<file path="config.mk">
export PLATFORM = sky130hd
export DESIGN_NAME = port_event_flags_and_masks
export DESIGN_NICKNAME = d
export VERILOG_FILES = /design/src/verilog/event_flags_pkg.sv /design/src/verilog/port_event_flags_and_masks.sv /design/src/verilog/chan_event_detect.sv
export SDC_FILE = /design/constraint.sdc
export NUM_CORES = 1
export LEC_CHECK = 0
export ABC_AREA = 1
export BUFFER_PORTS_ARGS = -buffer_cell sky130_fd_sc_hd__buf_2
export CORE_UTILIZATION = 25
export CTS_CLUSTER_SIZE = 20
export DETAILED_ROUTE_END_ITERATION = 16
export PLACE_DENSITY = 0.43
export SLEW_MARGIN = 20
export SYNTH_ARGS = -nofsm -noshare
export SYNTH_HDL_FRONTEND = slang
export SYNTH_SLANG_ARGS = --single-unit
</file>
<file path="constraint.sdc">
create_clock -name mclk -period 1.2 [get_ports mclk]
set_input_delay 0.18 -clock mclk [delete_from_list [all_inputs] [get_ports mclk]]
set_output_delay 0.18 -clock mclk [all_outputs]
set_load 0.01 [all_outputs]
</file>
<file path="src/verilog/event_flags_pkg.sv">
// package for the per-channel event flag and alert mask block
// assumes one 10 MHz clock and a command-code register port in front of it
package event_flags_pkg;

    localparam int NUM_CHAN = 4;

    // command codes of the register port
    localparam logic [7:0] CMD_ALERT_MASK = 8'h01;
    localparam logic [7:0] CMD_POWER_EVENT = 8'h02;
    localparam logic [7:0] CMD_POWER_EVENT_CLR = 8'h03;
    localparam logic [7:0] CMD_DETECT_EVENT = 8'h04;
    localparam logic [7:0] CMD_DETECT_EVENT_CLR = 8'h05;

    // value returned for an unmapped command code
    localparam logic [7:0] UNMAPPED_READ = 8'h00;

    // reset values
    localparam logic [7:0] EVENT_RESET = 8'h00;
    localparam logic [3:0] MASK_LOW_RESET = 4'h0;
    localparam logic [7:0] SUMMARY_RESET = 8'h00;
    localparam logic [3:0] RESULT_RESET = 4'h0;

    // mask bit positions in the alert mask byte
    localparam int MASK_DETECT_BIT = 3;
    localparam int MASK_DISCONNECT_BIT = 2;
    localparam int MASK_PGOOD_BIT = 1;
    localparam int MASK_PENABLE_BIT = 0;

    // field bases inside the event bytes (channel n at base + n)
    localparam int PGOOD_BASE = 4;
    localparam int PENABLE_BASE = 0;
    localparam int CLASS_BASE = 4;
    localparam int DETECT_BASE = 0;

    // summary bit positions in the interrupt summary byte
    localparam int SUM_CLASS_BIT = 4;
    localparam int SUM_DETECT_BIT = 3;
    localparam int SUM_DISCONNECT_BIT = 2;
    localparam int SUM_PGOOD_BIT = 1;
    localparam int SUM_PENABLE_BIT = 0;

    // per-channel status and cycle results from the port state machines
    typedef struct packed {
        logic on;               // channel is switched on
        logic power_good;       // power good status level
        logic power_enable;     // power enable status level
        logic class_done;       // one-cycle pulse, classification cycle finished
        logic [3:0] class_val;  // measured class, valid with class_done
        logic det_done;         // one-cycle pulse, detection cycle finished
        logic [3:0] det_val;    // detection result, valid with det_done
    } chan_in_s;

    // one command from the serial register front end
    typedef struct packed {
        logic valid;            // one-cycle strobe
        logic write;            // 1 = write, 0 = read
        logic [7:0] code;       // command code
        logic [7:0] wdata;      // write data byte
    } cmd_s;

    // event pulses produced for one channel
    typedef struct packed {
        logic pgood_chg;
        logic penable_chg;
        logic class_evt;
        logic detect_evt;
        logic turned_off;
    } chan_evt_s;

endpackage

</file>
<file path="src/verilog/port_event_flags_and_masks.sv">
// event latching, clear-on-read aliases, summary and alert output for
// a four-channel group
// assumes a front end that turns serial bus transfers into single-cycle
// command strobes and takes the read byte one cycle later
//
// Behaviour
// [RL1] detection mask bit 3 set lets detection events pull the alert low
// [RL2] disconnect mask bit 2 set lets disconnect events pull the alert low
// [RL3] power good mask bit 1 set lets power good changes pull alert low
// [RL4] power enable mask bit 0 set lets power enable changes pull alert low
// [RL5] event bits are active high, sticky, channel one in low bit of nibble
// [RL6] read at 02h returns power event byte, flags untouched
// [RL7] read at 03h returns same power byte, then clears it
// [RL8] clear-read alias returns plain-read data, only adds clearing
// [RL9] clear-read of the register causing the alert releases the alert
// [RL10] power byte: high nibble power good changes, low nibble enable changes
// [RL11] any set event bit shows in its interrupt summary bit
// [RL12] read at 04h returns detection event byte unchanged
// [RL13] read at 05h returns detection byte and clears it
// [RL14] a channel's detection flags clear when that channel turns off
// [RL15] class bits set every class cycle, or only on class change if selected
// [RL16] detect bits set every detection cycle, or only on change if selected
// [RL17] alert mask is read/write at 01h, zero bit blocks that event
// [RL18] summary bits follow events regardless of masks
// [RL19] global alert enable must be set for any alert
// [RL20] each summary bit except disconnect is the OR of its four channel flags
// [RL21] alert low when enabled and any summary bit is set and unmasked; the class summary bit never pulls it low
// [RL22] an event arriving during its clear-read stays latched
module port_event_flags_and_masks (
    // clock and reset
    input wire logic mclk,
    input wire logic srst,
    // register command port
    input wire event_flags_pkg::cmd_s cmd,
    output logic [7:0] rd_data_r,
    output logic rd_valid_r,
    // configuration bits held in the general mask register elsewhere
    input wire logic global_alert_enable,
    input wire logic class_change_only_select,
    input wire logic detect_change_only_select,
    // disconnect summary from the fault event register elsewhere
    input wire logic disconnect_any,
    // channel status, index 0 is channel one
    input wire event_flags_pkg::chan_in_s [3:0] chan_in,
    // summary and alert
    output logic [7:0] alert_summary_r,
    output logic alert_n_r
);

    // event flag storage
    logic [7:0] power_event_r;
    logic [7:0] power_event_nxt;
    logic [7:0] detect_event_r;
    logic [7:0] detect_event_nxt;

    // low half of the alert mask
    logic [3:0] mask_low_r;

    // decoded command strobes
    logic rd_strobe;
    logic wr_strobe;
    logic clr_power;
    logic clr_detect;

    // per-channel event pulses and the bytes assembled from them
    event_flags_pkg::chan_evt_s [3:0] evt;
    logic [7:0] power_set;
    logic [7:0] detect_set;
    logic [7:0] detect_off_clr;

    // summary terms
    logic sum_pgood;
    logic sum_penable;
    logic sum_class;
    logic sum_detect;
    logic [7:0] summary_now;
    logic alert_active;

    ////////////////////////////////////////////////////////////////////////
    // per-channel detectors and bit placement, one channel per pass
    genvar ch;
    generate
        for (ch = 0; ch < event_flags_pkg::NUM_CHAN; ch++) begin : g_chan
            chan_event_detect u_det (
                .mclk(mclk),
                .srst(srst),
                .class_change_only_select(class_change_only_select),
                .detect_change_only_select(detect_change_only_select),
                .chan(chan_in[ch]),
                .evt(evt[ch])
            );

            // channel one lands in the low bit of each nibble
            assign power_set[event_flags_pkg::PGOOD_BASE + ch] = evt[ch].pgood_chg; // [RL5] [RL10]
            assign power_set[event_flags_pkg::PENABLE_BASE + ch] = evt[ch].penable_chg; // [RL10]
            assign detect_set[event_flags_pkg::CLASS_BASE + ch] = evt[ch].class_evt; // [RL5]
            assign detect_set[event_flags_pkg::DETECT_BASE + ch] = evt[ch].detect_evt;

            // turning a channel off wipes both of its detection bits
            assign detect_off_clr[event_flags_pkg::CLASS_BASE + ch] = evt[ch].turned_off; // [RL14]
            assign detect_off_clr[event_flags_pkg::DETECT_BASE + ch] = evt[ch].turned_off;
        end
    endgenerate

    ////////////////////////////////////////////////////////////////////////
    // command decode; writes to anything but the mask are dropped
    assign rd_strobe = cmd.valid & ~cmd.write;
    assign wr_strobe = cmd.valid & cmd.write;
    assign clr_power = rd_strobe & (cmd.code == event_flags_pkg::CMD_POWER_EVENT_CLR); // [RL7]
    assign clr_detect = rd_strobe & (cmd.code == event_flags_pkg::CMD_DETECT_EVENT_CLR); // [RL13]

    ////////////////////////////////////////////////////////////////////////
    // next flag values: clear first, then OR in new events so a set in the
    // clearing cycle survives; the host will see it on its next read
    always_comb begin
        power_event_nxt = clr_power ? event_flags_pkg::EVENT_RESET : power_event_r; // [RL8]
        power_event_nxt = power_event_nxt | power_set; // [RL5] [RL22]
        detect_event_nxt = clr_detect ? event_flags_pkg::EVENT_RESET : detect_event_r;
        detect_event_nxt = detect_event_nxt & ~detect_off_clr; // [RL14]
        detect_event_nxt = detect_event_nxt | detect_set; // [RL22]
    end

    // power event flags
    always_ff @(posedge mclk) begin
        if (srst) begin
            power_event_r <= event_flags_pkg::EVENT_RESET;
        end else begin
            power_event_r <= power_event_nxt;
        end
    end

    // detection event flags
    always_ff @(posedge mclk) begin
        if (srst) begin
            detect_event_r <= event_flags_pkg::EVENT_RESET;
        end else begin
            detect_event_r <= detect_event_nxt;
        end
    end

    ////////////////////////////////////////////////////////////////////////
    // alert mask, only the low nibble is kept; upper bits read as zero
    always_ff @(posedge mclk) begin
        if (srst) begin
            mask_low_r <= event_flags_pkg::MASK_LOW_RESET;
        end else if (wr_strobe && cmd.code == event_flags_pkg::CMD_ALERT_MASK) begin
            mask_low_r <= cmd.wdata[3:0]; // [RL17]
        end
    end

    ////////////////////////////////////////////////////////////////////////
    // read data is the flag value before any clear of the same cycle, so
    // both aliases of a register return the identical byte
    always_ff @(posedge mclk) begin
        if (srst) begin
            rd_data_r <= event_flags_pkg::UNMAPPED_READ;
            rd_valid_r <= 1'b0;
        end else begin
            rd_valid_r <= rd_strobe;
            if (rd_strobe) begin
                case (cmd.code)
                    event_flags_pkg::CMD_ALERT_MASK: begin
                        rd_data_r <= {4'h0, mask_low_r}; // [RL17]
                    end
                    event_flags_pkg::CMD_POWER_EVENT: begin
                        rd_data_r <= power_event_r; // [RL6]
                    end
                    event_flags_pkg::CMD_POWER_EVENT_CLR: begin
                        rd_data_r <= power_event_r; // [RL7] [RL8]
                    end
                    event_flags_pkg::CMD_DETECT_EVENT: begin
                        rd_data_r <= detect_event_r; // [RL12]
                    end
                    event_flags_pkg::CMD_DETECT_EVENT_CLR: begin
                        rd_data_r <= detect_event_r; // [RL13] [RL8]
                    end
                    default: begin
                        rd_data_r <= event_flags_pkg::UNMAPPED_READ;
                    end
                endcase
            end
        end
    end

    ////////////////////////////////////////////////////////////////////////
    // summary bits are plain ORs of the stored flags, never masked
    assign sum_pgood = |power_event_r[event_flags_pkg::PGOOD_BASE +: 4]; // [RL20] [RL11]
    assign sum_penable = |power_event_r[event_flags_pkg::PENABLE_BASE +: 4]; // [RL20]
    assign sum_class = |detect_event_r[event_flags_pkg::CLASS_BASE +: 4]; // [RL20]
    assign sum_detect = |detect_event_r[event_flags_pkg::DETECT_BASE +: 4]; // [RL20]

    // summary byte in interrupt register layout; fault bits live elsewhere
    always_comb begin
        summary_now = event_flags_pkg::SUMMARY_RESET;
        summary_now[event_flags_pkg::SUM_CLASS_BIT] = sum_class; // [RL11]
        summary_now[event_flags_pkg::SUM_DETECT_BIT] = sum_detect;
        summary_now[event_flags_pkg::SUM_DISCONNECT_BIT] = disconnect_any;
        summary_now[event_flags_pkg::SUM_PGOOD_BIT] = sum_pgood;
        summary_now[event_flags_pkg::SUM_PENABLE_BIT] = sum_penable;
    end

    // masking gates only the alert, not the summary
    always_ff @(posedge mclk) begin
        if (srst) begin
            alert_summary_r <= event_flags_pkg::SUMMARY_RESET;
        end else begin
            alert_summary_r <= summary_now; // [RL18]
        end
    end

    ////////////////////////////////////////////////////////////////////////
    // alert term; a clear-read empties the flags so the alert releases
    // on its own once no other unmasked source remains
    always_comb begin
        alert_active =
            (sum_detect & mask_low_r[event_flags_pkg::MASK_DETECT_BIT]) | // [RL1]
            (disconnect_any & mask_low_r[event_flags_pkg::MASK_DISCONNECT_BIT]) | // [RL2]
            (sum_pgood & mask_low_r[event_flags_pkg::MASK_PGOOD_BIT]) | // [RL3]
            (sum_penable & mask_low_r[event_flags_pkg::MASK_PENABLE_BIT]); // [RL4]
        alert_active = alert_active & global_alert_enable; // [RL19]
    end

    // active-low alert, released high during reset
    always_ff @(posedge mclk) begin
        if (srst) begin
            alert_n_r <= 1'b1;
        end else begin
            alert_n_r <= ~alert_active; // [RL21] [RL9]
        end
    end

endmodule // port_event_flags_and_masks

</file>
<file path="src/verilog/chan_event_detect.sv">
// per-channel event detection: status changes and cycle results
// assumes inputs synchronous to mclk and done strobes one cycle wide
module chan_event_detect (
    // clock and reset
    input wire logic mclk,
    input wire logic srst,
    // selects for change-only reporting
    input wire logic class_change_only_select,
    input wire logic detect_change_only_select,
    // channel status
    input wire event_flags_pkg::chan_in_s chan,
    // event pulses
    output event_flags_pkg::chan_evt_s evt
);

    logic pg_r;
    logic pe_r;
    logic on_r;
    logic [3:0] class_last_r;
    logic [3:0] det_last_r;

    ////////////////////////////////////////////////////////////////////////
    // previous levels for edge detection
    always_ff @(posedge mclk) begin
        if (srst) begin
            pg_r <= 1'b0;
            pe_r <= 1'b0;
            on_r <= 1'b0;
        end else begin
            pg_r <= chan.power_good;
            pe_r <= chan.power_enable;
            on_r <= chan.on;
        end
    end

    // last reported results, kept so change-only mode can compare
    always_ff @(posedge mclk) begin
        if (srst) begin
            class_last_r <= event_flags_pkg::RESULT_RESET;
            det_last_r <= event_flags_pkg::RESULT_RESET;
        end else begin
            if (chan.class_done) begin
                class_last_r <= chan.class_val;
            end
            if (chan.det_done) begin
                det_last_r <= chan.det_val;
            end
        end
    end

    ////////////////////////////////////////////////////////////////////////
    // event pulses; first result after reset compares against zero
    always_comb begin
        evt.pgood_chg = chan.power_good ^ pg_r;
        evt.penable_chg = chan.power_enable ^ pe_r;
        evt.class_evt = chan.class_done &
            (~class_change_only_select | (chan.class_val != class_last_r)); // [RL15]
        evt.detect_evt = chan.det_done &
            (~detect_change_only_select | (chan.det_val != det_last_r)); // [RL16]
        evt.turned_off = on_r & ~chan.on;
    end

endmodule // chan_event_detect

</file>
* After elaboration in Yosys (flattened, before gate mapping) *
Cells that the tools add are included.

cells by class
  equal/unequal tests = 13
  mux-type cells = 3
  bitwise gates (word level) = 52
  reductions and logical operators = 7

operators by type and width
  cell                                                 count
  != test 4 bit                                        8
  one-hot mux 8 bit (3 select lines)                   1
  AND 1 bit                                            21
  equality test 8 x 2 -> 1 bit, second input constant  2
  equality test 8 x 3 -> 1 bit, second input constant  2
  2-to-1 mux 8 bit                                     2
  bitwise OR 8 bit                                     2
  OR reduction 4 bit                                   4
  bitwise OR 1 bit                                     11
  AND 8 bit                                            1
  equality test 8 x 1 -> 1 bit, second input constant  1
  inverter 1 bit                                       8
  inverter 8 bit                                       1
  XOR 1 bit                                            8
  OR reduction 2 bit                                   2
  logical AND 1 bit                                    1

word-level totals
  bits in registers = 82
  output and inout port bits = 18
  logic and storage cells = 103

* Logic depth before layout (Yosys ltp) *
  word-level depth = 7
  depth in mapped cells = 8

* Hierarchy *
Synthesis repeated with hierarchy kept, for this count alone.

second synthesis, totals
  cells, all modules = 526
  area total of the unflattened synthesis = 3851.2 µm²

modules (own cells, without submodules)
  module                      times used  cells each  area an instance (µm²)  seq. area each (µm²)
  chan_event_detect           4           80          576.8                   220.2
  port_event_flags_and_masks  1           206         1544.0                  700.7

* Worst setup path before layout *
Ideal clock, no wire load.

  path kind = in2reg
  start point = in cmd[12] in the netlist's numbering
  end point = reg detect_event_r[0]
  setup time = 0.132 ns
  arrival = 0.871 ns
  data required time = 1.068 ns
  setup slack = 0.197 ns
  cell stages on the path = 7
  cell sequence = inv_1 -> nand2_1 -> nor2_1 -> buf_4 -> nand4_2 -> nand3_1 -> a21oi_1

on the way
  longest elaborated chain between the ends = 5

RTL lines
  item                          line                               source
  from (decl)                   port_event_flags_and_masks.sv:34   input wire event_flags_pkg::cmd_s cmd,
  equality test 8 x 3 -> 1 bit  port_event_flags_and_masks.sv:110  assign clr_detect = rd_strobe & (cmd.code == event_flags_pkg::CMD_DETECT_EVENT_CLR);
  AND 1 bit                     port_event_flags_and_masks.sv:110
  2-to-1 mux 8 bit              port_event_flags_and_masks.sv:118  detect_event_nxt = clr_detect ? event_flags_pkg::EVENT_RESET : detect_event_r;
  AND 8 bit                     port_event_flags_and_masks.sv:119  detect_event_nxt = detect_event_nxt & ~detect_off_clr;
  bitwise OR 8 bit              port_event_flags_and_masks.sv:120  detect_event_nxt = detect_event_nxt | detect_set;
  to (signal assigned)          port_event_flags_and_masks.sv:135  detect_event_r <= event_flags_pkg::EVENT_RESET;
  to (signal assigned)          port_event_flags_and_masks.sv:137  detect_event_r <= detect_event_nxt;
  to (decl)                     port_event_flags_and_masks.sv:53   logic [7:0] detect_event_r;

Every way passes these cells.
A chain may end at the register's enable or synchronous reset.

* Final worst setup path *
  start point = reg g_chan[1].u_det.class_last_r[2]
  end point = reg detect_event_r[5]

on the way
  longest elaborated chain between the ends = 4

RTL lines
  item                    line                               source
  from (decl)             chan_event_detect.sv:19            logic [3:0] class_last_r;
  from (signal assigned)  chan_event_detect.sv:39            class_last_r <= event_flags_pkg::RESULT_RESET;
  from (signal assigned)  chan_event_detect.sv:43            class_last_r <= chan.class_val;
  != test 4 bit           chan_event_detect.sv:57            (~class_change_only_select | (chan.class_val != class_last_r));
  bitwise OR 1 bit        chan_event_detect.sv:57
  AND 1 bit               chan_event_detect.sv:56            evt.class_evt = chan.class_done &
  bitwise OR 8 bit        port_event_flags_and_masks.sv:120

Every way passes these cells.

==> results.cfg <==
[outcome]
outcome = finished clean

[cts]
ctsResizeCount = 0
cts_tree = done
insertion_delay_ns = 0.34
cts_inserted_buffers = 9
postCtsSetupBuffers = 0
clockRootBuffer = clkbuf_16
clock_path_buffers = 2
clkSlewWorstSetupHoldPaths_ns = 0.06
holdBufCountCts = 0
cts.sinks = 79
ctsHtreeMaxLevel = 3

[route]
wire_per_inst_microns = 11.35
antenna_left = 0
drt-met1-wl_microns = 3988
drtIter0Drc = 104
firstDrtPassIters = 4
vias = 3187
wl_met2_microns = 3926
drc_errors = 0
top_layer_used = met4
vias_per_cell = 4.238
routed-wl-met3_microns = 501
wirelength_microns = 8538

[pwr]
ir_worst_vdd_uv = 729.7
power_density_mw_per_mm2 = 1457
power.total_mw = 6.447
leakage_nw = 2.108

[grt]
grt_pass1_vias = 3081
grt_max_degree = 35
grt_pass1_wl_microns = 14230
grt_antenna_before_repair = 0
grt_util_all_layers = 0.1288
grt_overflow = 0

[place]
gp_congestion = 0.7902
dpl.cell_count = 736
hpwl_microns = 6407
port_buffers = 86
pre_cts_ws_ns = -0.1121

[synth]
syn_avg_cell_area_sq_um = 7.190
ys_top_cells_by_count = nand2_1, dfxtp_1, nor2_1
yosysTopAreaCell = dfxtp_1
synthCells = 481
yosys.area.top_type_share = 0.4573
ys_seq_area_frac = 0.4573
synth-edff-count = 0
ys_types = 25
yosysWarnings = 0
yosys-top-cells-area = dfxtp_1, nand2_1, a21oi_1
yosysMostFrequentCell = nand2_1
synth-seq-cells = 79
synthFlopType = dfxtp_1
synth-async-reset-ratio = 0
syn_area_sq_mm = 0.003458

[timing]
hold_viol = 0
setup_viol = 0
fmax_ghz = 0.9275
period_minus_slack_ns = 1.078
setup_ws_ns = 0.1218
setup_tns_ns = 0
min_period_over_period = 0.8985
rsz0062_at_grt = no
clock_skew_ns = 0.007243
drv_slew = 0
fin_hold_ws_ns = 0.04109

[setup_path]
path_class = reg -> reg
critPathMaxFanout = 3
required_ns = 1.42
critPathCaptureType = register
cp-start-kind = register
critical_path_arrival_ns = 1.30

[floorplan]
pin_count = 94
core_sq_mm = 0.01335
fp.dieH_microns = 119.6
die_area_sq_mm = 0.01431
initial_utilization = 0.2591
rows = 42
die_width_microns = 119.6

[finish]
final_cell_count_no_fill = 752
diodes = 0
drive_gt1_frac = 0.2170
synthToLayoutAreaGrowth_pct = 27.97
fin_nets = 647

[job]
maxCapViolCount = 0

[worst_hold_path]
holdCritPathClass = in -> reg
==> cell usage in the layout, fill, tap and decap left out, types with 3 or more instances in the layout <==
cell	count
a21oi_1	57
buf_2	86
buf_4	6
clkbuf_16	9
conb_1	3
dfxtp_1	79
inv_1	61
inv_2	5
inv_6	4
nand2_1	86
nand3_1	33
nand4_1	5
nor2_1	67
o21ai_0	31
o21ai_1	8
o22ai_1	3
or2_2	3
xnor2_1	16
==> worst max-delay path, stage by stage (launching register included) <==
cell and delay, ns:
dfxtp_1 0.31, or2_2 0.29, a21oi_1 0.14, nand2_1 0.07, nand2_1 0.09, a21oi_1 0.07
==> routing by layer <==
layer,GRT usage,up-vias
met4,0.04688,0
met5,0,-
li1,-,1708
met2,0.2182,69
met1,0.1507,1401
met3,0.04230,9
==> through the flow <==
step	area [sq um]	util
final	4425	0.3316
after floorplan	3466	-
after detailed placement	4113	0.3081
after global placement	4113	0.3081
after global routing	4425	0.3316
after CTS	4425	0.3316
==> power breakdown <==
part,internal (mW),switching (mW)
Combinational,0.305,0.391
Sequential,2.78,0.0903
Clock,1.70,1.18
Total,4.79,1.66
==> layout make-up <==
cell class,instances,area [sq um]
sequential,79,1582
clock buffer,10,239.0
multi-input combinational,321,1548
fill,1459,8922
inverter,66,247.7
timing repair buffer,94,515.5
clock inverter,6,73.82
tap,176,220.2
==> state kept, by name, summed over array words and instances, names as in the netlist <==
register / count
g_chan.u_det.pe_r: 4
alert_n_r: 1
power_event_r: 8
g_chan.u_det.on_r: 4
detect_event_r: 8
rd_data_r: 8
g_chan.u_det.det_last_r: 16
mask_low_r: 4
g_chan.u_det.pg_r: 4
rd_valid_r: 1
alert_summary_r: 5
g_chan.u_det.class_last_r: 16
==> worst paths after layout <==
kind,slack (ns),from,cells after the start,endpoint
worst max register to register,0.12,g_chan[1].u_det.class_last_r[2],5,detect_event_r[5]
worst min register to register,0.47,rd_data_r[1],2,rd_data_r[1]
worst min-delay path,0.04,global_alert_enable,2,alert_n_r
worst max-delay path,0.12,g_chan[1].u_det.class_last_r[2],5,detect_event_r[5]
==> kinds of logic (layout without fill, tap and decap cells) <==
logic type      after synthesis  in the layout  share of synthesized area
buf+inv                      83            176                    0.09732
simple gates                201            201                     0.2543
xor+xnor                     17             17                    0.04305
flops                        79             79                     0.4573
compound gates              100            100                     0.1469
other cells                   1              3                   0.001084
Note: power is estimated with default switching activity, not from simulation.
